**src/shared/jlsc_defs.svh**
```systemverilog
`ifndef JLSC_DEFS_SVH
`define JLSC_DEFS_SVH

// ****************************************
// register offsets
// ****************************************
`define JLSC_ADDR_REF_EVAL 16'h061C
`define JLSC_ADDR_NEG_EVAL 16'h061E
`define JLSC_ADDR_POS_EVAL 16'h0620
`define JLSC_ADDR_PEAK_CUR 16'h0D0C
`define JLSC_ADDR_STILL_CUR 16'h0D26
`define JLSC_ADDR_QSTOP_CUR 16'h110A
`define JLSC_ADDR_HALT_CUR 16'h110C
`define JLSC_ADDR_JOG_WORD 16'h1B12
`define JLSC_ADDR_LOW_SPEED 16'h2908
`define JLSC_ADDR_HIGH_SPEED 16'h290A
`define JLSC_ADDR_INCH_DIST 16'h290E
`define JLSC_ADDR_INCH_WAIT 16'h2910

// ****************************************
// reset values
// ****************************************
`define JLSC_RST_EVAL 16'h0001
`define JLSC_RST_JOG_WORD 16'h0000
`define JLSC_RST_LOW_SPEED 16'h003C
`define JLSC_RST_HIGH_SPEED 16'h00B4
`define JLSC_RST_INCH_DIST 32'h0000_0014
`define JLSC_RST_INCH_WAIT 16'h01F4
`define JLSC_RST_HALT_CUR 16'h0064
`define JLSC_RST_QSTOP_CUR 16'h0064

// ****************************************
// field positions and value ranges
// ****************************************
`define JLSC_JOG_CW_BIT 0
`define JLSC_JOG_CCW_BIT 1
`define JLSC_JOG_FAST_BIT 2
`define JLSC_JOG_WORD_MAX 32'h0000_0007
`define JLSC_EVAL_OFF 2'h0
`define JLSC_EVAL_NC 2'h1
`define JLSC_EVAL_NO 2'h2
`define JLSC_EVAL_MAX 32'h0000_0002
`define JLSC_SPEED_MIN 32'h0000_0001
`define JLSC_SPEED_MAX 32'h0000_3390
`define JLSC_WAIT_MIN 32'h0000_0001
`define JLSC_WAIT_MAX 32'h0000_7FFF
`define JLSC_CUR_MAX 32'h0000_FFFF
`define JLSC_INCH_SIGN_BIT 31

// ****************************************
// timing
// ****************************************
`define JLSC_CLK_KHZ 10000
`define JLSC_MS_UNIT 1
`define JLSC_MS_CYCLES (`JLSC_CLK_KHZ * `JLSC_MS_UNIT)

`endif

```
**src/shared/jlsc_pkg.sv**
```systemverilog
// ****************************************
// shared types
// ****************************************
package jlsc_pkg;
  typedef enum logic [1:0] {
    JLSC_IDLE,
    JLSC_INCH,
    JLSC_WAIT,
    JLSC_CONT
  } jlsc_jog_state_t;
  typedef logic [15:0] jlsc_half_t;
endpackage

```
**src/shared/jlsc_sw_if.sv**
```systemverilog
`timescale 1ns/1ps
`default_nettype none
// ****************************************
// one switch channel between top and evaluator
// ****************************************
interface jlsc_sw_if;
  logic [1:0] eval_mode;
  logic raw_pin;
  logic hit;
  modport evaluator (input eval_mode, input raw_pin, output hit);
  modport owner (output eval_mode, output raw_pin, input hit);
endinterface
`default_nettype wire

```
**src/verilog/jlsc_switch_eval.sv**
```systemverilog
`timescale 1ns/1ps
`default_nettype none
`include "jlsc_defs.svh"
module jlsc_switch_eval
  import jlsc_pkg::*;
(
  input wire logic core_clk, // system clock
  input wire logic rst, // async reset, high
  jlsc_sw_if.evaluator sw // switch channel
);
  logic sync1_q;
  logic sync2_q;
  logic hit_q;
  logic hit_d;

  // ****************************************
  // pin synchroniser
  // ****************************************
  // the pin is asynchronous; only sync2_q is looked at
  always_ff @(posedge core_clk or posedge rst)
  begin
    if (rst)
    begin
      // start at the closed-contact idle level so no false trip follows reset
      sync1_q <= 1'b1;
      sync2_q <= 1'b1;
    end
    else
    begin
      sync1_q <= sw.raw_pin;
      sync2_q <= sync1_q;
    end
  end

  // contact decode: closed contact trips on low, open contact on high
  assign hit_d = (sw.eval_mode == `JLSC_EVAL_NC) ? !sync2_q :
                 (sw.eval_mode == `JLSC_EVAL_NO) ? sync2_q : 1'b0;

  always_ff @(posedge core_clk or posedge rst)
  begin
    if (rst)
      hit_q <= 1'b0;
    else
      hit_q <= hit_d;
  end
  assign sw.hit = hit_q;

  a_nc_contact_trip: assert property (@(posedge core_clk) disable iff (rst)
    (sw.eval_mode == `JLSC_EVAL_NC) && !sync2_q |=> hit_q)
    else $error("closed contact open but no trip");
endmodule
`default_nettype wire

```
**src/verilog/jlsc_top.sv**
```systemverilog
`timescale 1ns/1ps
`default_nettype none
`include "jlsc_defs.svh"
module jlsc_top
  import jlsc_pkg::*;
#(
  parameter int MS_CYCLES = `JLSC_MS_CYCLES // clock cycles per millisecond
)
(
  input wire logic core_clk, // 10 MHz clock
  input wire logic rst, // async reset, high
  input wire logic [15:0] reg_addr, // parameter address
  input wire logic reg_wr, // write strobe
  input wire logic reg_rd, // read strobe
  input wire logic [31:0] reg_wdata, // write data
  output logic [31:0] reg_rdata, // read data
  output logic reg_ack, // access done pulse
  output logic reg_err, // refused access pulse
  input wire logic negative_limit_input, // limit pin, async
  input wire logic positive_limit_input, // limit pin, async
  input wire logic reference_switch_input, // reference pin, async
  input wire logic ref_move_active, // reference move toward switch
  input wire logic [15:0] ramp_speed_ceiling, // ramp max speed
  input wire logic halt_braking, // braking after halt
  input wire logic quickstop_braking, // braking on torque ramp
  input wire logic [15:0] motor_peak_current_in, // motor data
  input wire logic [15:0] motor_standstill_current_in, // motor data
  input wire logic inch_done, // step positioning finished
  output logic negative_limit_hit, // negative limit tripped
  output logic positive_limit_hit, // positive limit tripped
  output logic ref_switch_hit, // reference tripped
  output logic jog_cw, // jog moving clockwise
  output logic jog_ccw, // jog moving counterclockwise
  output logic jog_continuous, // continuous jog phase
  output logic [15:0] jog_speed_cmd, // effective jog speed
  output logic inch_start, // start step pulse
  output logic [31:0] inch_step, // step distance
  output logic [15:0] current_limit // active current limit
);
  // ****************************************
  // registers
  // ****************************************
  jlsc_half_t ref_eval_q;
  jlsc_half_t neg_eval_q;
  jlsc_half_t pos_eval_q;
  jlsc_half_t qstop_cur_q;
  jlsc_half_t halt_cur_q;
  jlsc_half_t jog_word_q;
  jlsc_half_t low_speed_q;
  jlsc_half_t high_speed_q;
  logic [31:0] inch_dist_q;
  jlsc_half_t inch_wait_q;
  logic [31:0] rdata_q;
  logic ack_q;
  logic err_q;

  // ****************************************
  // address decode and value checks
  // ****************************************
  wire a_ref = (reg_addr == `JLSC_ADDR_REF_EVAL);
  wire a_neg = (reg_addr == `JLSC_ADDR_NEG_EVAL);
  wire a_pos = (reg_addr == `JLSC_ADDR_POS_EVAL);
  wire a_peak = (reg_addr == `JLSC_ADDR_PEAK_CUR);
  wire a_still = (reg_addr == `JLSC_ADDR_STILL_CUR);
  wire a_qstop = (reg_addr == `JLSC_ADDR_QSTOP_CUR);
  wire a_halt = (reg_addr == `JLSC_ADDR_HALT_CUR);
  wire a_jog = (reg_addr == `JLSC_ADDR_JOG_WORD);
  wire a_low = (reg_addr == `JLSC_ADDR_LOW_SPEED);
  wire a_high = (reg_addr == `JLSC_ADDR_HIGH_SPEED);
  wire a_dist = (reg_addr == `JLSC_ADDR_INCH_DIST);
  wire a_wait = (reg_addr == `JLSC_ADDR_INCH_WAIT);
  wire a_known = a_ref | a_neg | a_pos | a_peak | a_still | a_qstop | a_halt |
                 a_jog | a_low | a_high | a_dist | a_wait;

  // a rejected value leaves the old setting in place
  wire ok_lim = (reg_wdata <= `JLSC_EVAL_MAX);
  wire ok_ref = (reg_wdata >= 32'h0000_0001) && (reg_wdata <= `JLSC_EVAL_MAX);
  wire ok_jog = (reg_wdata <= `JLSC_JOG_WORD_MAX);
  wire ok_speed = (reg_wdata >= `JLSC_SPEED_MIN) && (reg_wdata <= `JLSC_SPEED_MAX);
  wire ok_dist = !reg_wdata[`JLSC_INCH_SIGN_BIT];
  wire ok_wait = (reg_wdata >= `JLSC_WAIT_MIN) && (reg_wdata <= `JLSC_WAIT_MAX);
  wire ok_cur = (reg_wdata <= `JLSC_CUR_MAX);

  // motor data are read-only; writing them is refused
  wire wr_ok = (a_ref & ok_ref) | ((a_neg | a_pos) & ok_lim) |
               ((a_qstop | a_halt) & ok_cur) | (a_jog & ok_jog) |
               ((a_low | a_high) & ok_speed) | (a_dist & ok_dist) |
               (a_wait & ok_wait);
  wire wr_go = reg_wr & wr_ok;

  // read mux as and-or so the wires stay flat
  wire [31:0] rd_mux = ({32{a_ref}} & {16'h0000, ref_eval_q}) |
                       ({32{a_neg}} & {16'h0000, neg_eval_q}) |
                       ({32{a_pos}} & {16'h0000, pos_eval_q}) |
                       ({32{a_peak}} & {16'h0000, motor_peak_current_in}) |
                       ({32{a_still}} & {16'h0000, motor_standstill_current_in}) |
                       ({32{a_qstop}} & {16'h0000, qstop_cur_q}) |
                       ({32{a_halt}} & {16'h0000, halt_cur_q}) |
                       ({32{a_jog}} & {16'h0000, jog_word_q}) |
                       ({32{a_low}} & {16'h0000, low_speed_q}) |
                       ({32{a_high}} & {16'h0000, high_speed_q}) |
                       ({32{a_dist}} & inch_dist_q) |
                       ({32{a_wait}} & {16'h0000, inch_wait_q});

  // ****************************************
  // parameter storage
  // ****************************************
  always_ff @(posedge core_clk or posedge rst)
  begin
    if (rst)
    begin
      ref_eval_q <= `JLSC_RST_EVAL;
      neg_eval_q <= `JLSC_RST_EVAL;
      pos_eval_q <= `JLSC_RST_EVAL;
      qstop_cur_q <= `JLSC_RST_QSTOP_CUR;
      halt_cur_q <= `JLSC_RST_HALT_CUR;
      jog_word_q <= `JLSC_RST_JOG_WORD;
      low_speed_q <= `JLSC_RST_LOW_SPEED;
      high_speed_q <= `JLSC_RST_HIGH_SPEED;
      inch_dist_q <= `JLSC_RST_INCH_DIST;
      inch_wait_q <= `JLSC_RST_INCH_WAIT;
    end
    else if (wr_go)
    begin
      if (a_ref) ref_eval_q <= reg_wdata[15:0];
      if (a_neg) neg_eval_q <= reg_wdata[15:0];
      if (a_pos) pos_eval_q <= reg_wdata[15:0];
      if (a_qstop) qstop_cur_q <= reg_wdata[15:0];
      if (a_halt) halt_cur_q <= reg_wdata[15:0];
      if (a_jog) jog_word_q <= reg_wdata[15:0];
      if (a_low) low_speed_q <= reg_wdata[15:0];
      if (a_high) high_speed_q <= reg_wdata[15:0];
      if (a_dist) inch_dist_q <= reg_wdata;
      if (a_wait) inch_wait_q <= reg_wdata[15:0];
    end
  end

  // access answer one cycle after the strobe
  always_ff @(posedge core_clk or posedge rst)
  begin
    if (rst)
    begin
      rdata_q <= 32'h0000_0000;
      ack_q <= 1'b0;
      err_q <= 1'b0;
    end
    else
    begin
      rdata_q <= (reg_rd & a_known) ? rd_mux : 32'h0000_0000;
      ack_q <= reg_wr | reg_rd;
      err_q <= (reg_wr & !wr_ok) | (reg_rd & !a_known);
    end
  end
  assign reg_rdata = rdata_q;
  assign reg_ack = ack_q;
  assign reg_err = err_q;

  // ****************************************
  // switch evaluation
  // ****************************************
  jlsc_sw_if neg_sw ();
  jlsc_sw_if pos_sw ();
  jlsc_sw_if ref_sw ();
  assign neg_sw.eval_mode = neg_eval_q[1:0];
  assign neg_sw.raw_pin = negative_limit_input;
  assign pos_sw.eval_mode = pos_eval_q[1:0];
  assign pos_sw.raw_pin = positive_limit_input;
  assign ref_sw.eval_mode = ref_eval_q[1:0];
  assign ref_sw.raw_pin = reference_switch_input;

  jlsc_switch_eval u_neg (.core_clk(core_clk), .rst(rst), .sw(neg_sw));
  jlsc_switch_eval u_pos (.core_clk(core_clk), .rst(rst), .sw(pos_sw));
  jlsc_switch_eval u_ref (.core_clk(core_clk), .rst(rst), .sw(ref_sw));
  assign negative_limit_hit = neg_sw.hit;
  assign positive_limit_hit = pos_sw.hit;

  logic ref_hit_q;
  // reference trip is masked outside a reference move
  always_ff @(posedge core_clk or posedge rst)
  begin
    if (rst)
      ref_hit_q <= 1'b0;
    else
      ref_hit_q <= ref_sw.hit & ref_move_active;
  end
  assign ref_switch_hit = ref_hit_q;

  // ****************************************
  // jog sequencer
  // ****************************************
  jlsc_jog_state_t state_q;
  jlsc_jog_state_t state_d;
  logic dir_cw_q;
  logic [15:0] ms_div_q;
  logic [15:0] wait_left_q;
  logic inch_start_q;
  logic [15:0] speed_q;

  wire req_cw = jog_word_q[`JLSC_JOG_CW_BIT];
  wire req_ccw = jog_word_q[`JLSC_JOG_CCW_BIT];
  wire req_fast = jog_word_q[`JLSC_JOG_FAST_BIT];
  // both bits together is treated as no request
  wire req_valid = req_cw ^ req_ccw;
  // a direction flip restarts the cycle through idle
  wire req_keep = req_valid & (req_cw == dir_cw_q);
  wire inch_zero = (inch_dist_q == 32'h0000_0000);
  wire ms_tick = (ms_div_q == 16'(MS_CYCLES - 1));
  wire wait_end = ms_tick & (wait_left_q == 16'h0001);

  // next state
  always_comb
  begin
    state_d = state_q;
    case (state_q)
      JLSC_IDLE:
        if (req_valid)
          state_d = inch_zero ? JLSC_CONT : JLSC_INCH;
      JLSC_INCH:
        if (!req_keep)
          state_d = JLSC_IDLE;
        else if (inch_done)
          state_d = JLSC_WAIT;
      JLSC_WAIT:
        if (!req_keep)
          state_d = JLSC_IDLE;
        else if (wait_end)
          state_d = JLSC_CONT;
      JLSC_CONT:
        if (!req_keep)
          state_d = JLSC_IDLE;
      default:
        state_d = JLSC_IDLE;
    endcase
  end

  always_ff @(posedge core_clk or posedge rst)
  begin
    if (rst)
    begin
      state_q <= JLSC_IDLE;
      dir_cw_q <= 1'b0;
      inch_start_q <= 1'b0;
    end
    else
    begin
      state_q <= state_d;
      if (state_q == JLSC_IDLE)
        dir_cw_q <= req_cw;
      inch_start_q <= (state_q == JLSC_IDLE) & (state_d == JLSC_INCH);
    end
  end

  // wait timer: millisecond prescaler plus millisecond down-counter
  always_ff @(posedge core_clk or posedge rst)
  begin
    if (rst)
    begin
      ms_div_q <= 16'h0000;
      wait_left_q <= 16'h0000;
    end
    else if (state_q != JLSC_WAIT)
    begin
      ms_div_q <= 16'h0000;
      wait_left_q <= inch_wait_q;
    end
    else if (ms_tick)
    begin
      ms_div_q <= 16'h0000;
      wait_left_q <= wait_left_q - 16'h0001;
    end
    else
      ms_div_q <= ms_div_q + 16'h0001;
  end

  // speed select and clamp; the stored setting keeps the written value
  wire [15:0] speed_sel = req_fast ? high_speed_q : low_speed_q;
  wire [15:0] speed_eff = (speed_sel > ramp_speed_ceiling) ? ramp_speed_ceiling : speed_sel;
  wire moving = (state_q == JLSC_INCH) | (state_q == JLSC_CONT);

  logic cw_q;
  logic ccw_q;
  logic cont_q;
  always_ff @(posedge core_clk or posedge rst)
  begin
    if (rst)
    begin
      speed_q <= 16'h0000;
      cw_q <= 1'b0;
      ccw_q <= 1'b0;
      cont_q <= 1'b0;
    end
    else
    begin
      speed_q <= speed_eff;
      cw_q <= moving & dir_cw_q;
      ccw_q <= moving & !dir_cw_q;
      cont_q <= (state_q == JLSC_CONT);
    end
  end
  assign jog_speed_cmd = speed_q;
  assign jog_cw = cw_q;
  assign jog_ccw = ccw_q;
  assign jog_continuous = cont_q;
  assign inch_start = inch_start_q;
  assign inch_step = inch_dist_q;

  // ****************************************
  // braking current limit
  // ****************************************
  // quick stop wins when both braking kinds overlap
  logic [15:0] cur_lim_q;
  wire [15:0] cur_sel = quickstop_braking ? qstop_cur_q :
                        halt_braking ? halt_cur_q :
                        motor_peak_current_in;
  always_ff @(posedge core_clk or posedge rst)
  begin
    if (rst)
      cur_lim_q <= 16'h0000;
    else
      cur_lim_q <= cur_sel;
  end
  assign current_limit = cur_lim_q;

  // ****************************************
  // checks
  // ****************************************
  a_neg_eval_off: assert property (@(posedge core_clk) disable iff (rst)
    $past(neg_eval_q[1:0] == `JLSC_EVAL_OFF) |-> !negative_limit_hit)
    else $error("disabled negative limit tripped");
  a_ref_eval_set: assert property (@(posedge core_clk) disable iff (rst)
    (ref_eval_q == 16'h0001) || (ref_eval_q == 16'h0002))
    else $error("reference evaluation out of range");
  a_ref_gate_off: assert property (@(posedge core_clk) disable iff (rst)
    !$past(ref_move_active) |-> !ref_switch_hit)
    else $error("reference trip outside reference move");
  a_jog_word_range: assert property (@(posedge core_clk) disable iff (rst)
    reg_wr && a_jog && (reg_wdata > 32'h0000_0007) |=> reg_err && $stable(jog_word_q))
    else $error("bad jog word accepted");
  a_speed_bounds: assert property (@(posedge core_clk) disable iff (rst)
    (high_speed_q >= 16'h0001) && (high_speed_q <= 16'h3390) &&
    (low_speed_q >= 16'h0001) && (low_speed_q <= 16'h3390))
    else $error("jog speed setting out of range");
  a_speed_clamp: assert property (@(posedge core_clk) disable iff (rst)
    ##1 jog_speed_cmd <= $past(ramp_speed_ceiling))
    else $error("jog speed above ramp ceiling");
  a_inch_skip: assert property (@(posedge core_clk) disable iff (rst)
    (state_q == JLSC_IDLE) && req_valid && inch_zero |=> (state_q == JLSC_CONT) && !inch_start)
    else $error("zero step did not go continuous");
  a_inch_first: assert property (@(posedge core_clk) disable iff (rst)
    (state_q == JLSC_IDLE) && req_valid && !inch_zero |=>
    ((state_q == JLSC_INCH) && inch_start) ##1 (!inch_start && (jog_cw || jog_ccw)))
    else $error("step not started");
  a_wait_hold: assert property (@(posedge core_clk) disable iff (rst)
    $rose(state_q == JLSC_WAIT) && (wait_left_q >= 16'h0002) |-> (state_q != JLSC_CONT) [*8])
    else $error("wait ended too early");
  a_halt_limit: assert property (@(posedge core_clk) disable iff (rst)
    halt_braking && !quickstop_braking |=> current_limit == $past(halt_cur_q))
    else $error("halt current limit wrong");
  a_qstop_limit: assert property (@(posedge core_clk) disable iff (rst)
    quickstop_braking |=> current_limit == $past(qstop_cur_q))
    else $error("quick stop current limit wrong");
  a_ro_write: assert property (@(posedge core_clk) disable iff (rst)
    reg_wr && (a_peak || a_still) |=> reg_ack && reg_err)
    else $error("write to motor data accepted");
  a_jog_stop: assert property (@(posedge core_clk) disable iff (rst)
    !req_valid |=> (state_q == JLSC_IDLE) ##1 (!jog_cw && !jog_ccw))
    else $error("jog kept moving without request");
endmodule
`default_nettype wire

```
**config.mk**
```make
export PLATFORM = sky130hd
export DESIGN_NAME = jlsc_top
export DESIGN_NICKNAME = d
export VERILOG_FILES = /design/src/shared/jlsc_pkg.sv /design/src/shared/jlsc_sw_if.sv /design/src/verilog/jlsc_switch_eval.sv /design/src/verilog/jlsc_top.sv
export VERILOG_INCLUDE_DIRS = /design/src /design/src/shared
export SDC_FILE = /design/constraint.sdc
export NUM_CORES = 1
export LEC_CHECK = 0
export BUFFER_PORTS_ARGS = -buffer_cell sky130_fd_sc_hd__buf_2
export CORE_MARGIN = 4
export CORE_UTILIZATION = 59
export CTS_BUF_LIST = sky130_fd_sc_hd__clkbuf_2 sky130_fd_sc_hd__clkbuf_4 sky130_fd_sc_hd__clkbuf_8
export CTS_CLUSTER_SIZE = 20
export DETAILED_ROUTE_END_ITERATION = 8
export HOLD_SLACK_MARGIN = 0.12
export PLACE_DENSITY = 0.93
export SETUP_SLACK_MARGIN = 0.5
export SYNTH_ARGS = -nofsm -noshare
export SYNTH_HDL_FRONTEND = slang
export SYNTH_SLANG_ARGS = --single-unit
```
**constraint.sdc**
```tcl
create_clock -name core_clk -period 10.08 [get_ports core_clk]
set_clock_uncertainty 0.1 [all_clocks]
set_input_delay 1.008 -clock core_clk [delete_from_list [all_inputs] [get_ports core_clk]]
set_output_delay 1.008 -clock core_clk [all_outputs]
set_load 0.005 [all_outputs]
```
==> results.tsv <==
stage	metric	value	unit
floorplanning	core	0.0218	mm²
timing	setup_slack	5.80	ns
global_route	antenna_found_initial	2	
cells_and_area	nets	1440	
clock_tree	root_buffer	clkbuf_8	
synthesis	synth_cells	1094	
synthesis	synth_edf_count	0	
clock_tree	postCtsHoldBufs	0	
cells_and_area	final_common_cell	dfrtp_1	
power	irDropWorstVdd	99.6	µV
route	first_pass_iters	6	
route	remaining_drc_errors	0	
outcome	outcome	finished clean	
clock_tree	numCtsBuffers	46	
placement	dpl_worst_slack	5.47	ns
global_route	use_met1	40.2	%
flow_run	drv_cap	0	
floorplanning	die_y	157	µm
route	drt-total-wl	38300	µm
global_route	grtUsageTotal	30.8	%
floorplanning	fp.dieW	157	µm
cells_and_area	drive_gt1_share	34.7	%
synthesis	syn_area_per_cell	12.0	µm²
timing	fin_crit	4.28	ns
clock_tree	clk_pin_slew	0.06	ns
timing	hold_ws	0.255	ns
timing	rsz0062_at_grt	false	
worst_hold_path	hold_class	reg -> reg	
critical_path	arrival	4.62	ns
clock_tree	clockBufferDepth	3	
cells_and_area	areaGrowthSynthToFinish	18.0	%
timing	fmax	234	MHz
synthesis	ys.flop_type	dfrtp_1	
clock_tree	cts_tree	done	
critical_path	cp_max_fo	19	
synthesis	synth_nets	1220	
clock_tree	postCtsSetupRepairBufs	0	
critical_path	end_kind	register	
route	drt_iter0_markers	1336	
timing	slew_headroom	17.0	%
route	antenna_left	0	
cells_and_area	final_util	70.8	%
floorplanning	start_util	60.0	%
critical_path	startpoint_type	primary input	
cells_and_area	final_cells	1632	
global_route	grtUsageMet3	9.10	%
synthesis	yosysSeqAreaShare	55.9	%
timing	fin_tns_setup	0	ns
floorplanning	ios	212	
global_route	grt_max_degree	141	
timing	finalCritPeriodShare	42.5	%
clock_tree	insertion_delay	0.55	ns
placement	portBuffers	211	
route	avgRoutedWirePerCell	23.5	µm
synthesis	syn_area	0.0131	mm²
global_route	grt_pass1_wl	58700	µm
power	cellLeakagePower	7.94	nW
clock_tree	post_cts_resized	0	
clock_tree	htree_levels	2	
timing	hold_viol	0	
global_route	grt_overflow	0	
clock_tree	cts_sinks	291	
timing	finalSetupViolations	0	
critical_path	required	10.42	ns
route	num_vias	10400	
global_route	grt-busiest-layer	met2	
placement	dpl.hpwl	25800	µm
floorplanning	fp-row-count	54	
critical_path	critPathKind	in -> reg	
cells_and_area	layout_common_cells	dfrtp_1, buf_2, mux2_2	
synthesis	yosysUniqueCellTypes	64	
route	vias_per_cell	6.38	
timing	maxSlewViolCount	0	
global_route	grt_pass1_vias	10600	
synthesis	ys_ff_latch	291	
global_route	use_met2	48.0	%
synthesis	ys_async_sr_fraction	100	%
placement	gp_congestion	0.914	
placement	dp.cells	1546	
timing	tightestPinTransition	1.24	ns
synthesis	ys_warn_count	0	
floorplanning	die_area	0.0246	mm²
power	power_density	152	mW/mm²
-- report_power, final --
part	switching (mW)	leakage [nW]	internal (mW)
Combinational	0.0653	3.46	0.0273
Clock	0.460	0.544	0.615
Sequential	0.00123	3.94	1.17
-- final cells by class --
type / instances / area, µm²
Sequential cell: 291 / 7320
Fill cell: 1454 / 6380
Multi-Input combinational cell: 719 / 5460
Timing Repair Buffer: 227 / 1180
Clock buffer: 74 / 937
Tap cell: 280 / 350
Inverter: 29 / 116
Clock inverter: 10 / 77.6
Antenna cell: 2 / 5.00
-- synth_stat cells (all sizes together), types with 16 or more instances --
library cell / instances / share of area [%]
nand2: 81 / 2.3
mux2i: 18 / 1.4
and3: 23 / 1.1
a221oi: 16 / 1.1
nor2: 40 / 1.2
inv: 29 / 0.83
a31oi: 17 / 0.81
a22o: 18 / 1.2
ha: 19 / 1.8
mux2: 145 / 13
a22oi: 32 / 1.8
dfrtp: 260 / 50
a21oi: 25 / 0.96
nor2b: 68 / 3.2
o21ai: 46 / 1.8
dfstp: 31 / 6.2
clkbuf: 43 / 1.2
nor4: 29 / 1.4
-- through the flow --
| stage | cell area (µm²) | power, mW |
|---|---|---|
| finish | 15400 | 2.34 |
| global route | 15400 | 2.42 |
| CTS | 15400 | 2.35 |
| detailed placement | 14400 | 1.29 |
| global placement | 14400 | 1.28 |
| floorplan | 13100 | 1.23 |
-- critical path, cell delays in order --
cell and delay, ns:
buf_2 0.12, nor4b_2 0.53, and4_1 0.81, nor2b_1 0.22
o2111a_1 0.28, o41ai_4 0.18, nor2b_1 0.77, buf_4 0.34
mux2_2 0.35
-- logic make-up after synthesis --
family                   after synthesis  share of synthesized area (%)
flip-flops                           291                           55.9
buffers and inverters                 84                           2.62
multiplexers                         163                           14.1
adder cells (fa/ha/maj)               19                           1.82
AND/OR/NAND/NOR                      322                           13.6
XOR/XNOR                              30                           2.01
AO/OA/AOI/OAI                        185                           9.97
-- metal layers --
| layer | up-vias | share of wire [%] |
|---|---|---|
| li1 | 4431 | - |
| met5 | - | 0 |
| met2 | 748 | 47 |
| met4 | 0 | 4.1 |
| met3 | 143 | 12 |
| met1 | 5092 | 37 |
-- worst paths after layout --
kind | cells after the start | start | endpoint | slack, ns
max | 9 | reg_addr[5] | qstop_cur_q[7]$_DFFE_PP0P_ | 5.80
min | 0 | u_pos.sync1_q$_DFF_PP1_ | u_pos.sync2_q$_DFF_PP1_ | 0.26
max reg2reg | 10 | jog_word_q[2]$_DFFE_PP0P_ | jog_speed_cmd[14]$_DFF_PP0_ | 6.47
min reg2reg | 0 | u_pos.sync1_q$_DFF_PP1_ | u_pos.sync2_q$_DFF_PP1_ | 0.26
max in group asynchronous | 3 | rst | jog_speed_cmd[14]$_DFF_PP0_ | 7.67
min in group asynchronous | 2 | rst | ms_div_q[14]$_DFF_PP0_ | 0.49
Power figures use the tool's default switching activity.
